File: src/txlog_defines.vh
// Constants for the serial transaction log builder and its register map.
`ifndef TXLOG_DEFINES_VH
`define TXLOG_DEFINES_VH

// ----------------------------------------------------------------------
// Frame layout
// ----------------------------------------------------------------------
`define FRAME_BITS 24
`define FRAME_MODE_BIT 23
`define FRAME_ADDR_HI 22
`define FRAME_ADDR_LO 16
`define FRAME_DATA_HI 15
`define FRAME_DATA_LO 3
`define CRC_BITS 3
`define CRC_MSG_BITS 21
`define CRC_POLY 3'h3
`define CRC_INIT 3'h0

// ----------------------------------------------------------------------
// Register offsets
// ----------------------------------------------------------------------
`define ADDR_IDENTITY_AND_TEST 7'h00
`define ADDR_GLOBAL_UPDATE_ENABLE 7'h01
`define ADDR_SERIAL_PORT_CONFIG 7'h02
`define ADDR_GENERAL_CONFIG 7'h03
`define ADDR_FAULT_MASK_CONFIG 7'h04
`define ADDR_GENERAL_STATUS 7'h05
`define ADDR_CLUSTER_CALL 7'h7e
`define ADDR_GENERAL_CALL 7'h7f

// ----------------------------------------------------------------------
// Reset values and fixed patterns
// ----------------------------------------------------------------------
`define RST_UPDATE_GO 1'h0
`define RST_GENERAL_CONFIG 9'h000
`define RST_FAULT_MASK 7'h00
`define RST_SPI_CONFIG 8'h00
`define POWER_UP_PATTERN 5'h11

// ----------------------------------------------------------------------
// Previous transaction classes
// ----------------------------------------------------------------------
`define CLASS_INITIAL 2'h0
`define CLASS_REJECTED 2'h1
`define CLASS_QWRITE 2'h2
`define CLASS_QREAD 2'h3

`endif

File: src/spi_transaction_log_builder.v
// Serial slave that builds and returns the 24-bit transaction log word.
// How it works
// - Read after a read returns error, compact status, data, checksum.
// - Status and checksum sampled at next frame.
// - Compact bits 1-4 OR three switches each.
// - Bit0 pump, bit5 thermal, bit6 zero.
// - Checksum over bits 23:3, x^3+x+1, zero start.
// - First frame: error zero, revision plus pattern.
// - Rejected frame: error one, diagnostics bits 11:8.
// - Qualified write echoes address and payload.
// - Echo is payload, not register contents.
// - General and cluster calls count as writes.
// - After read, write-mode frame returns per-switch status.
// - Per-switch bit n ORs switch n flags.
// - Per-switch bit 12 ORs thermal and pump.
// - First-frame payload: revision, grade, 10001 pattern.
`include "txlog_defines.vh"

module spi_transaction_log_builder #(
  parameter [4:0] REVISION = 5'h01, // Arbitrary revision value.
  parameter [2:0] GRADE = 3'h0 // Arbitrary grade value.
) (
  // Clock and reset.
  input wire clk_sys_in,
  input wire nrst_in,
  // Serial pins from the master.
  input wire sclk_in,
  input wire cs_n_in,
  input wire sdi_in,
  // Serial data pin back to the master.
  output reg sdo_out,
  output reg sdo_oe_out,
  // Fault flags from the detection logic, same clock.
  input wire [11:0] open_led_flags_in,
  input wire [11:0] open_trace_flags_in,
  input wire [11:0] short_led_flags_in,
  input wire pump_not_ready_in,
  input wire thermal_shutdown_in,
  input wire thermal_warning_in,
  input wire config_not_done_in,
  input wire grade_not_ready_in,
  // Configuration held in the register map.
  output reg update_go_enable_out,
  output reg [4:0] chip_slot_id_out,
  output reg [8:0] general_config_out,
  output reg [6:0] fault_mask_out
);

  // --------------------------------------------------------------------
  // Status summaries
  // --------------------------------------------------------------------

  // Compact seven-bit status word.
  function [6:0] compact_status;
    input [11:0] ol, ot, sl;
    input pump, shdn, warn;
    reg [11:0] any;
    begin
      any = ol | ot | sl;
      compact_status[0] = pump;
      compact_status[1] = |any[2:0];
      compact_status[2] = |any[5:3];
      compact_status[3] = |any[8:6];
      compact_status[4] = |any[11:9];
      compact_status[5] = shdn | warn;
      compact_status[6] = 1'b0;
    end
  endfunction

  // Per-switch thirteen-bit status word.
  function [12:0] per_switch_status;
    input [11:0] ol, ot, sl;
    input pump, shdn, warn;
    begin
      per_switch_status[11:0] = ol | ot | sl;
      per_switch_status[12] = shdn | warn | pump;
    end
  endfunction

  // --------------------------------------------------------------------
  // Pin synchronisation and edge detection
  // --------------------------------------------------------------------

  // Synchronised pins: {sclk, select active, sdi}.
  // Select travels inverted so the synchroniser's all-zero reset reads as idle.
  // Otherwise a false frame would start and end just after reset.
  wire [2:0] pins_s;
  // Synchronised active-low select, high while idle.
  wire cs_n_s;
  // Previous synchronised clock and select, for edges.
  reg sclk_d1_q;
  reg cs_n_d1_q;

  txlog_sync #(
    .WIDTH(3)
  ) u_sync (
    .clk_sys_in(clk_sys_in),
    .nrst_in(nrst_in),
    .async_in({sclk_in, ~cs_n_in, sdi_in}),
    .sync_out(pins_s)
  );

  // Back to the pin's polarity for the edge logic.
  assign cs_n_s = ~pins_s[1];

  // Edge events in the system domain.
  wire sclk_rise = pins_s[2] & ~sclk_d1_q;
  wire sclk_fall = ~pins_s[2] & sclk_d1_q;
  wire frame_start = ~cs_n_s & cs_n_d1_q;
  wire frame_end = cs_n_s & ~cs_n_d1_q;
  wire in_frame = ~cs_n_s;

  // Delay stage for edge detection.
  always @(posedge clk_sys_in) begin
    if (!nrst_in) begin
      sclk_d1_q <= 1'b0;
      cs_n_d1_q <= 1'b1;
    end else begin
      sclk_d1_q <= pins_s[2];
      cs_n_d1_q <= cs_n_s;
    end
  end

  // --------------------------------------------------------------------
  // State
  // --------------------------------------------------------------------

  reg [1:0] class_q; // Class of the previous transaction.
  reg [6:0] last_addr_q; // Address of the last qualified frame.
  reg [12:0] last_data_q; // Payload or read data of the last qualified frame.
  reg [3:0] diag_q; // Sticky {clock, checksum, write, read} errors.
  reg [2:0] sft_q; // Serial test bits of the port config.
  reg [23:0] rx_q; // Incoming command shift register.
  reg [4:0] count_q; // Rising edges seen in this frame, saturating.
  reg [23:0] tx_q; // Outgoing response shift register.
  reg [22:0] alt_q; // Read-mode response tail, swapped in on demand.

  // Live summaries; used at frame start so they are fresh.
  wire [6:0] cstat = compact_status(open_led_flags_in, open_trace_flags_in,
    short_led_flags_in, pump_not_ready_in, thermal_shutdown_in, thermal_warning_in);
  wire [12:0] pstat = per_switch_status(open_led_flags_in, open_trace_flags_in,
    short_led_flags_in, pump_not_ready_in, thermal_shutdown_in, thermal_warning_in);
  wire spi_err = |diag_q;

  // --------------------------------------------------------------------
  // Response words
  // --------------------------------------------------------------------

  // Body of the write-mode response, bits 23:3.
  reg [20:0] wr_body;

  // content chosen by the previous class.
  always @* begin
    case (class_q)
      `CLASS_INITIAL: wr_body = {1'b0, 7'h00, REVISION, GRADE, `POWER_UP_PATTERN};
      `CLASS_REJECTED: wr_body = {1'b1, 7'h00, 4'h0, diag_q, 5'h00};
      `CLASS_QWRITE: wr_body = {spi_err, last_addr_q, last_data_q};
      `CLASS_QREAD: wr_body = {spi_err, last_addr_q, pstat};
      default: wr_body = 21'h000000;
    endcase
  end

  wire [20:0] rd_body = {spi_err, cstat, last_data_q};
  wire [2:0] wr_crc;
  wire [2:0] rd_crc;
  wire [2:0] rx_crc;

  txlog_crc3 u_crc_wr (
    .msg_in(wr_body),
    .crc_out(wr_crc)
  );

  txlog_crc3 u_crc_rd (
    .msg_in(rd_body),
    .crc_out(rd_crc)
  );

  // The command is checked with the same polynomial.
  txlog_crc3 u_crc_rx (
    .msg_in(rx_q[23:3]),
    .crc_out(rx_crc)
  );

  // --------------------------------------------------------------------
  // Command decode
  // --------------------------------------------------------------------

  wire rx_read = rx_q[`FRAME_MODE_BIT];
  wire [6:0] rx_addr = rx_q[`FRAME_ADDR_HI:`FRAME_ADDR_LO];
  wire [12:0] rx_data = rx_q[`FRAME_DATA_HI:`FRAME_DATA_LO];
  wire len_ok = (count_q == 5'h18);
  wire crc_ok = (rx_crc == rx_q[2:0]);
  wire is_call = (rx_addr == `ADDR_CLUSTER_CALL) || (rx_addr == `ADDR_GENERAL_CALL);
  wire rd_ok = (rx_addr <= `ADDR_GENERAL_STATUS);
  wire wr_ok = ((rx_addr >= `ADDR_GLOBAL_UPDATE_ENABLE) &&
    (rx_addr <= `ADDR_FAULT_MASK_CONFIG)) || is_call;
  wire qualified = len_ok && crc_ok && (rx_read ? rd_ok : wr_ok);

  // Register read mux; data word is the low 13 bits.
  reg [15:0] rd_word;

  always @* begin
    case (rx_addr)
      `ADDR_IDENTITY_AND_TEST: rd_word = {3'h0, REVISION, GRADE, `POWER_UP_PATTERN};
      `ADDR_GLOBAL_UPDATE_ENABLE: rd_word = {15'h0000, update_go_enable_out};
      `ADDR_SERIAL_PORT_CONFIG: rd_word = {3'h0, chip_slot_id_out, diag_q, 1'b0, sft_q};
      `ADDR_GENERAL_CONFIG: rd_word = {7'h00, general_config_out};
      `ADDR_FAULT_MASK_CONFIG: rd_word = {9'h000, fault_mask_out};
      `ADDR_GENERAL_STATUS: rd_word = {6'h00, config_not_done_in, grade_not_ready_in,
        1'b0, spi_err, |open_trace_flags_in, |open_led_flags_in,
        |short_led_flags_in, pump_not_ready_in, thermal_shutdown_in,
        thermal_warning_in};
      default: rd_word = 16'h0000;
    endcase
  end

  // Errors raised by a failing frame; set and clear never fall in the same frame.
  wire [3:0] diag_set = {~len_ok, len_ok & ~crc_ok,
    len_ok & crc_ok & ~rx_read & ~wr_ok, len_ok & crc_ok & rx_read & ~rd_ok};
  wire diag_clr_wr = frame_end && qualified && !rx_read &&
    (rx_addr == `ADDR_SERIAL_PORT_CONFIG);

  // --------------------------------------------------------------------
  // Serial shifting
  // --------------------------------------------------------------------

  // Receive on rising clock, transmit on falling clock.
  always @(posedge clk_sys_in) begin
    if (!nrst_in) begin
      rx_q <= 24'h000000;
      count_q <= 5'h00;
      tx_q <= 24'h000000;
      alt_q <= 23'h000000;
      sdo_out <= 1'b0;
      sdo_oe_out <= 1'b0;
    end else if (frame_start) begin
      tx_q <= {wr_body, wr_crc};
      alt_q <= {rd_body[19:0], rd_crc};
      count_q <= 5'h00;
      sdo_out <= wr_body[20];
      sdo_oe_out <= 1'b1;
    end else if (in_frame) begin
      if (sclk_rise) begin
        rx_q <= {rx_q[22:0], pins_s[0]};
        if (count_q != 5'h1f) begin
          count_q <= count_q + 5'h01;
        end
        if (count_q == 5'h00 && pins_s[0] && class_q == `CLASS_QREAD) begin
          tx_q[22:0] <= alt_q;
        end
      end else if (sclk_fall) begin
        tx_q <= {tx_q[22:0], 1'b0};
        sdo_out <= tx_q[22];
      end
    end else begin
      // Release the pin between frames.
      sdo_oe_out <= 1'b0;
      sdo_out <= 1'b0;
    end
  end

  // --------------------------------------------------------------------
  // Execution and register map
  // --------------------------------------------------------------------

  // Commands take effect when select rises.
  always @(posedge clk_sys_in) begin
    if (!nrst_in) begin
      class_q <= `CLASS_INITIAL;
      last_addr_q <= 7'h00;
      last_data_q <= 13'h0000;
      diag_q <= 4'h0;
      sft_q <= 3'h0;
      update_go_enable_out <= `RST_UPDATE_GO;
      chip_slot_id_out <= 5'h00;
      general_config_out <= `RST_GENERAL_CONFIG;
      fault_mask_out <= `RST_FAULT_MASK;
    end else if (frame_end) begin
      if (!qualified) begin
        class_q <= `CLASS_REJECTED;
        diag_q <= diag_q | diag_set;
      end else if (rx_read) begin
        class_q <= `CLASS_QREAD;
        last_addr_q <= rx_addr;
        last_data_q <= rd_word[12:0];
      end else begin
        class_q <= `CLASS_QWRITE;
        last_addr_q <= rx_addr;
        last_data_q <= rx_data;
        case (rx_addr)
          `ADDR_GLOBAL_UPDATE_ENABLE: update_go_enable_out <= rx_data[0];
          `ADDR_SERIAL_PORT_CONFIG: begin
            chip_slot_id_out <= rx_data[12:8];
            sft_q <= rx_data[2:0];
          end
          `ADDR_GENERAL_CONFIG: general_config_out <= rx_data[8:0];
          `ADDR_FAULT_MASK_CONFIG: fault_mask_out <= rx_data[6:0];
          // Broadcasts only trigger the global update.
          default: update_go_enable_out <= rx_data[0];
        endcase
        // Writing ones to the error bits clears them.
        if (diag_clr_wr) begin
          diag_q <= diag_q & ~rx_data[7:4];
        end
      end
    end
  end

endmodule // spi_transaction_log_builder

File: src/txlog_crc3.v
// Three-bit checksum over a message, most significant bit first.
`include "txlog_defines.vh"

module txlog_crc3 #(
  parameter MSG_BITS = `CRC_MSG_BITS
) (
  // Message in, checksum out.
  input wire [MSG_BITS-1:0] msg_in,
  output reg [2:0] crc_out
);

  // Loop index.
  integer i;
  // Feedback bit of the current step.
  reg fb;

  // Shift each message bit into the register; poly x^3+x+1.
  always @* begin
    crc_out = `CRC_INIT;
    fb = 1'b0;
    for (i = MSG_BITS - 1; i >= 0; i = i - 1) begin
      fb = msg_in[i] ^ crc_out[2];
      crc_out = {crc_out[1:0], 1'b0} ^ ({3{fb}} & `CRC_POLY);
    end
  end

endmodule // txlog_crc3

File: src/txlog_sync.v
// Two-flop synchroniser for the serial pins.
module txlog_sync #(
  parameter WIDTH = 3
) (
  // Clock and reset.
  input wire clk_sys_in,
  input wire nrst_in,
  // Asynchronous levels in, synchronised levels out.
  input wire [WIDTH-1:0] async_in,
  output reg [WIDTH-1:0] sync_out
);

  // First stage; read only by the second stage.
  reg [WIDTH-1:0] meta_q;

  // Two stages give the first flop a full cycle to settle.
  always @(posedge clk_sys_in) begin
    if (!nrst_in) begin
      meta_q <= {WIDTH{1'b0}};
      sync_out <= {WIDTH{1'b0}};
    end else begin
      meta_q <= async_in;
      sync_out <= meta_q;
    end
  end

endmodule // txlog_sync

File: config.mk
export PLATFORM = sky130hd
export DESIGN_NAME = spi_transaction_log_builder
export DESIGN_NICKNAME = d
export VERILOG_FILES = /design/src/spi_transaction_log_builder.v /design/src/txlog_crc3.v /design/src/txlog_sync.v
export VERILOG_INCLUDE_DIRS = /design/src /design/src/src
export SDC_FILE = /design/constraint.sdc
export NUM_CORES = 1
export LEC_CHECK = 0
export ABC_CLOCK_PERIOD_IN_PS = 5500
export BUFFER_PORTS_ARGS = -buffer_cell sky130_fd_sc_hd__buf_2
export CAP_MARGIN = 20
export CELL_PAD_IN_SITES_DETAIL_PLACEMENT = 1
export CELL_PAD_IN_SITES_GLOBAL_PLACEMENT = 1
export CORE_MARGIN = 2
export CORE_UTILIZATION = 43
export CTS_CLUSTER_DIAMETER = 120
export CTS_CLUSTER_SIZE = 12
export DETAILED_ROUTE_END_ITERATION = 8
export PLACE_DENSITY = 0.83
export SLEW_MARGIN = 20
export SYNTH_ARGS = -nofsm -noshare
export SYNTH_HDL_FRONTEND = slang
export SYNTH_HIERARCHICAL = 1
export SYNTH_SLANG_ARGS = --single-unit
File: constraint.sdc
create_clock -name clk_sys_in -period 5.5 [get_ports clk_sys_in]
set_input_delay 0 -clock clk_sys_in [delete_from_list [all_inputs] [get_ports clk_sys_in]]
set_output_delay 0 -clock clk_sys_in [all_outputs]
set_load 0.01 [all_outputs]
# == Word-level counts from Yosys, hierarchy flattened ==
# Index checks and enable logic that the tools add are counted.
# word_totals
reg_bits,135
latchBits,0
ram_bits,0
mem_bits_ro,0
input_bits,46
word_cells,244
n_memories,0
# op_classes
n_addsub,1
mul,0
n_div,0
magnitude_cmp,3
n_eq_ne,19
n_shift,0
mux,20
bitwise_logic,146
n_reduce_logical,36
# op_table
op,n
XOR 3 x 2 -> 3 bit,59
two-way mux 23 bit,4
one-hot mux 21 bit (4 select lines),1
one-hot mux 13 bit (6 select lines),1
XOR 1 bit,57
OR reduction 12 bit,3
two-way mux 24 bit,1
bitwise OR 12 bit,2
AND reduction 4 bit,4
OR reduction 3 bit,5
== test 7 x 2 -> 1 bit (second input constant),2
== test 7 x 3 -> 1 bit (second input constant),2
== test 7 bit (second input constant),2
<= comparator 7 x 3 -> 1 bit (second input constant),2
two-way mux 13 bit,1
inverter 1 bit,13
two-way mux 4 bit,3
AND reduction 3 bit,4
AND 1 bit,10
logical AND 1 bit,8
two-way mux 1 bit,8
== test 7 x 1 -> 1 bit (second input constant),1
>= comparator 7 x 1 -> 1 bit (second input constant),1
logical NOT 7 bit,1
24 further kinds,30

# == Longest topological paths before layout ==
# logic_depth
word_depth,48
ltp_mapped,12
mapped_depth_nobuf,10

# == Hierarchy ==
# The synthesis kept the hierarchy.
# modules_own_cells
mod,n_inst,cells_each,area_each_um2
spi_transaction_log_builder,1,730,6084.6
txlog_crc3,3,26,301.5
txlog_sync,1,12,157.7

# == Worst setup path after synthesis ==
# Ideal clock, no wire load.
# synth_timing
kind,flip-flop to flip-flop
startpoint,register rx_q[22]
endpoint,register last_data_q[9]
setup_time_ns,0.119
t_arrival_ns,2.815
required_ns,5.381
setup_slack_ns,2.566
path_stages_with_launch,12
path_buffers,2
period_less_slack_ns,2.934
cell_sequence,dfxtp_1 xnor2_1 xnor3_2 xnor3_2 xnor2_1 buf_4 xnor2_1 nand3_1 or2_0 buf_2 a211o_1 o221a_1
# synth_via
elab_chain_cells,33
# synth_lines
item,line_no,source
start: declaration,spi_transaction_log_builder.v:133,reg [23:0] rx_q;
start signal: assignment,spi_transaction_log_builder.v:244,"rx_q <= {rx_q[22:0], pins_s[0]};"
XOR 3 x 2 -> 3 bit (*) (2 in series),txlog_crc3.v:23,"crc_out = {crc_out[1:0], 1'b0} ^ ({3{fb}} & `CRC_POLY);"
XOR 1 bit or XOR 3 x 2 -> 3 bit (tied branches),"txlog_crc3.v:22, txlog_crc3.v:23",
XOR 3 x 2 -> 3 bit (*) (2 in series),txlog_crc3.v:23,
XOR 1 bit or XOR 3 x 2 -> 3 bit (tied branches),"txlog_crc3.v:22, txlog_crc3.v:23",
XOR 3 x 2 -> 3 bit (*) (2 in series),txlog_crc3.v:23,
XOR 1 bit or XOR 3 x 2 -> 3 bit (tied branches),"txlog_crc3.v:22, txlog_crc3.v:23",
XOR 3 x 2 -> 3 bit (*) (2 in series),txlog_crc3.v:23,
XOR 1 bit or XOR 3 x 2 -> 3 bit (tied branches),"txlog_crc3.v:22, txlog_crc3.v:23",
[12 not listed],--,
XOR 3 x 2 -> 3 bit (*) (3 in series),txlog_crc3.v:23,
XOR 1 bit (*),txlog_crc3.v:22,fb = msg_in[i] ^ crc_out[2];
named net u_crc_rx.fb,txlog_crc3.v:15,reg fb;
XOR 3 x 2 -> 3 bit (*),txlog_crc3.v:23,
named net rx_crc[0],spi_transaction_log_builder.v:166,wire [2:0] rx_crc;
== test 3 bit (*),spi_transaction_log_builder.v:192,wire crc_ok = (rx_crc == rx_q[2:0]);
logical AND 1 bit (*) (2 in series),spi_transaction_log_builder.v:197,wire qualified = len_ok && crc_ok && (rx_read ? rd_ok : wr_ok);
AND reduction 2 bit (no line) (*),--,
end signal: assignment,spi_transaction_log_builder.v:285,last_data_q <= rd_word[12:0];
end signal: assignment,spi_transaction_log_builder.v:289,last_data_q <= rx_data;
end: declaration,spi_transaction_log_builder.v:130,reg [12:0] last_data_q;
# The timed path passes the listed nets; every way through them passes the cells marked *.
# A chain may end at the register's enable or synchronous reset.

# == Worst setup path in the final report ==
# layout_timing
startpoint,register rx_q[18]
endpoint,register last_data_q[9]
# layout_via
elab_chain_cells,28
# layout_lines
item,line_no
XOR 1 bit (*),txlog_crc3.v:22
XOR 3 x 2 -> 3 bit (*) (2 in series),txlog_crc3.v:23
XOR 1 bit or XOR 3 x 2 -> 3 bit (tied branches),"txlog_crc3.v:22, txlog_crc3.v:23"
XOR 3 x 2 -> 3 bit (*) (2 in series),txlog_crc3.v:23
XOR 1 bit or XOR 3 x 2 -> 3 bit (tied branches),"txlog_crc3.v:22, txlog_crc3.v:23"
XOR 3 x 2 -> 3 bit (*) (2 in series),txlog_crc3.v:23
XOR 1 bit or XOR 3 x 2 -> 3 bit (tied branches),"txlog_crc3.v:22, txlog_crc3.v:23"
XOR 3 x 2 -> 3 bit (*) (2 in series),txlog_crc3.v:23
[6 not listed],--
XOR 1 bit or XOR 3 x 2 -> 3 bit (tied branches),"txlog_crc3.v:22, txlog_crc3.v:23"
XOR 3 x 2 -> 3 bit (*) (3 in series),txlog_crc3.v:23
XOR 1 bit (*),txlog_crc3.v:22
XOR 3 x 2 -> 3 bit (*),txlog_crc3.v:23
named net rx_crc[0],spi_transaction_log_builder.v:166
== test 3 bit (*),spi_transaction_log_builder.v:192
logical AND 1 bit (*) (2 in series),spi_transaction_log_builder.v:197
AND reduction 2 bit (no line) (*),--
# Marked as above.

==> reports/metrics.csv <==
metric,value,unit
criticalPathCategory,reg -> reg,
synthMuxAreaShare,7.95,%
fin_crit,3.55,ns
skew,0.00739,ns
synth_flop_cell,dfxtp_1,
clk_latency,0.43,ns
numClockSinks,135,
worst_slew_pin_slew,1.02,ns
crit_fanout,16,
drt_pass1_iterations,5,
synthArstFlopShare,0,%
cts_tree,yes,
rows,47,
synth_edf_count,0,
drv_cap,0,
antenna_cells,0,
wire_per_inst,19.9,um
first_iter_violations,456,
final_nets,914,
cts.htree.levels,4,
worst_ep_required_time,5.81,ns
ctsLongestPathBuffers,2,
maxSlewHeadroom,31.6,%
io_pins,70,
cp-end-kind,flip-flop,
p_total,2.18,mW
ys_top_cells_by_area,"dfxtp_1 38%, xnor2_1 7.1%, a21oi_1 5.4%, nand2_1 5.1%, mux2i_1 4.5%",
ys_ff_latch,135,
ir_drop,227,uV
numCtsBuffers,17,
syn_avg_cell_area,8.72,sq um
antenna_found_initial,0,
powerDensity,267,nW/um^2
dieArea,17700,sq um
antenna_left,0,
yosys.area_share.simple,18.2,%
die_height,133,um
start_util,43.6,%
hold_violations,0,
synth_xor_area_share,13.1,%
root_buffer,clkbuf_16,
grt_max_degree,71,
slew_violations,0,
tns,0,ns
grt_usage,25.2,%
area.growth.synth_to_final,14.6,%
crit_slowest_cell,or2_0,
grt_pass1_vias,6344,
cp_common_cell,xnor2_1,
hpwl,15400,um
synth_top_family_by_area,simple AND/OR/NAND/NOR gates,
synth_fa_ha_area_share,0.875,%
crit_family,XOR/XNOR gates,
synth_nets,871,
critPathBufInv,0,
cp_data_arrival_time,3.86,ns
crit_chain,xnor2_1 > xnor3_2 > xnor3_2 > xnor2_1 > xnor2_1 > nand3_1 > or2_0 > a211o_1 > o221a_1,
core-area,16400,sq um
layout_common_cells,"135 x dfxtp_1, 98 x nand2_1, 77 x a21oi_1",
fmax,0.282,GHz
layout_commonest_cell,dfxtp_1,
syn-cell-area,7150,sq um
drive_gt1_share,17.2,%
vias,6266,
drc,0,
total_leakage_power,3.19,nW
place_ws,1.98,ns
startpoint_type,flip-flop,
gp_congestion,0.896,
yosysSeqAreaShare,37.8,%
yosysWarnings,6,
synth_cell_types,63,
synth.top_cell.area_share,37.8,%
holdCritPathClass,in -> reg,
status,"complete, no violations",
synth_compound_area_share,17.2,%
fillers,1935,
netlist_instances,820,
synth_area_leader_cell,dfxtp_1,
vias_per_cell,5.72,
grt_pass1_wl,35000,um
clkTransAtPathRegs,0.06,ns
critPathMaxStageDelay,0.63,ns
portBuffers,69,
setup_viol,0,
finalCritPeriodShare,64.5,%
gr-total-overflow,0,
die_w,133,um
grt_setup_unrepaired,no,
setup_ws,1.95,ns
totalWireLength,21800,um
-- registers in the layout, summed over array words and instances (netlist names), 4 cells and up --
signal	cells
alt_q	22
last_addr_q	7
rx_q	24
count_q	5
last_data_q	13
diag_q	4
general_config_out	9
tx_q	23
fault_mask_out	7
chip_slot_id_out	5
-- path summary, 6_finish.rpt --
path                              start                  to  slack (ns)  depth (start not counted)
hold / removal    short_led_flags_in[2]      last_data_q[3]        0.05                          5
setup / recovery               rx_q[18]      last_data_q[9]        1.95                          9
setup reg to reg               rx_q[18]      last_data_q[9]        1.95                          9
hold reg to reg        u_sync/meta_q[1]  u_sync/sync_out[1]        0.43                          1
-- metal layers --
| layer | up-vias | global-route usage [%] | wire, um |
|---|---|---|---|
| met5 | - | 0 | 0 |
| met4 | 0 | 9.20 | 509 |
| met3 | 41 | 4.94 | 885 |
| met2 | 123 | 41.5 | 10600 |
| met1 | 3095 | 33.0 | 9790 |
| li1 | 3007 | - | - |
-- tightest hold or removal path, delay by kind of cell --
family                 cells  cell delay (ns)
AOI/OAI and AO/OA          2             0.23
buffers and inverters      1             0.09
and+or+nand+nor            2             0.11
-- power by group --
group          total (mW)  internal (mW)  switching (mW)
logic               0.104         0.0431          0.0606
registers           0.993          0.987         0.00639
clock network        1.09          0.646           0.442
total                2.18           1.68           0.509
-- cell type report --
cell class | count | area [sq um] | area share [%]
clock buffers | 22 | 464 | 5.67
inverters | 19 | 71.3 | 0.871
flip-flops and latches | 135 | 2700 | 33.0
clock inverters | 10 | 98.8 | 1.21
multi-input cells | 605 | 4100 | 50.1
well taps | 220 | 275 | 3.36
repair buffers | 85 | 478 | 5.84
-- timing repair --
item                      CTS  global route
hold endpoints to repair    5             0
hold buffers                5             0
setup buffers               0             0
gates resized for setup     0             0
-- synthesized netlist by cell type, types with 3 or more instances --
cell	instances
buf_4	4
dfxtp_1	135
and3_1	7
nor3_1	18
o21ai_0	42
o211ai_1	7
xnor3_2	6
nand4_1	12
a21oi_1	77
nand2_1	98
a211oi_1	7
ha_1	5
inv_1	18
xnor3_4	3
buf_2	12
mux2_2	22
or2_2	4
and2_1	14
a221oi_1	4
nand3_1	50
nor4_1	12
clkbuf_1	41
xor2_1	8
xnor3_1	6
a22o_1	22
mux2i_1	32
nor2_1	37
o2bb2ai_1	10
a22oi_1	3
nor2b_1	3
xnor2_1	58
a311oi_1	3
-- metrics by stage --
step                util, %  hold WS (ns)  instance area (sq um)  instances
floorplan                 -         0.122                   7150        820
global placement       46.2         0.209                   7580       1059
detailed placement     46.2         0.216                   7580       1059
CTS                    49.9        0.0104                   8190       1096
global route           49.9        0.0458                   8190       1096
finish                 49.9        0.0466                   8190       1096
-- kinds of logic (layout without fill, tap and decap cells) --
logic type,after synthesis,count (layout)
multiplexers,54,54
adder cells (fa/ha/maj),5,5
XOR/XNOR,81,81
other,1,1
AO/OA/AOI/OAI,194,194
flip-flops,135,135
buffers and inverters,80,136
AND/OR/NAND/NOR,270,270
Power figures use the tool's default switching activity.
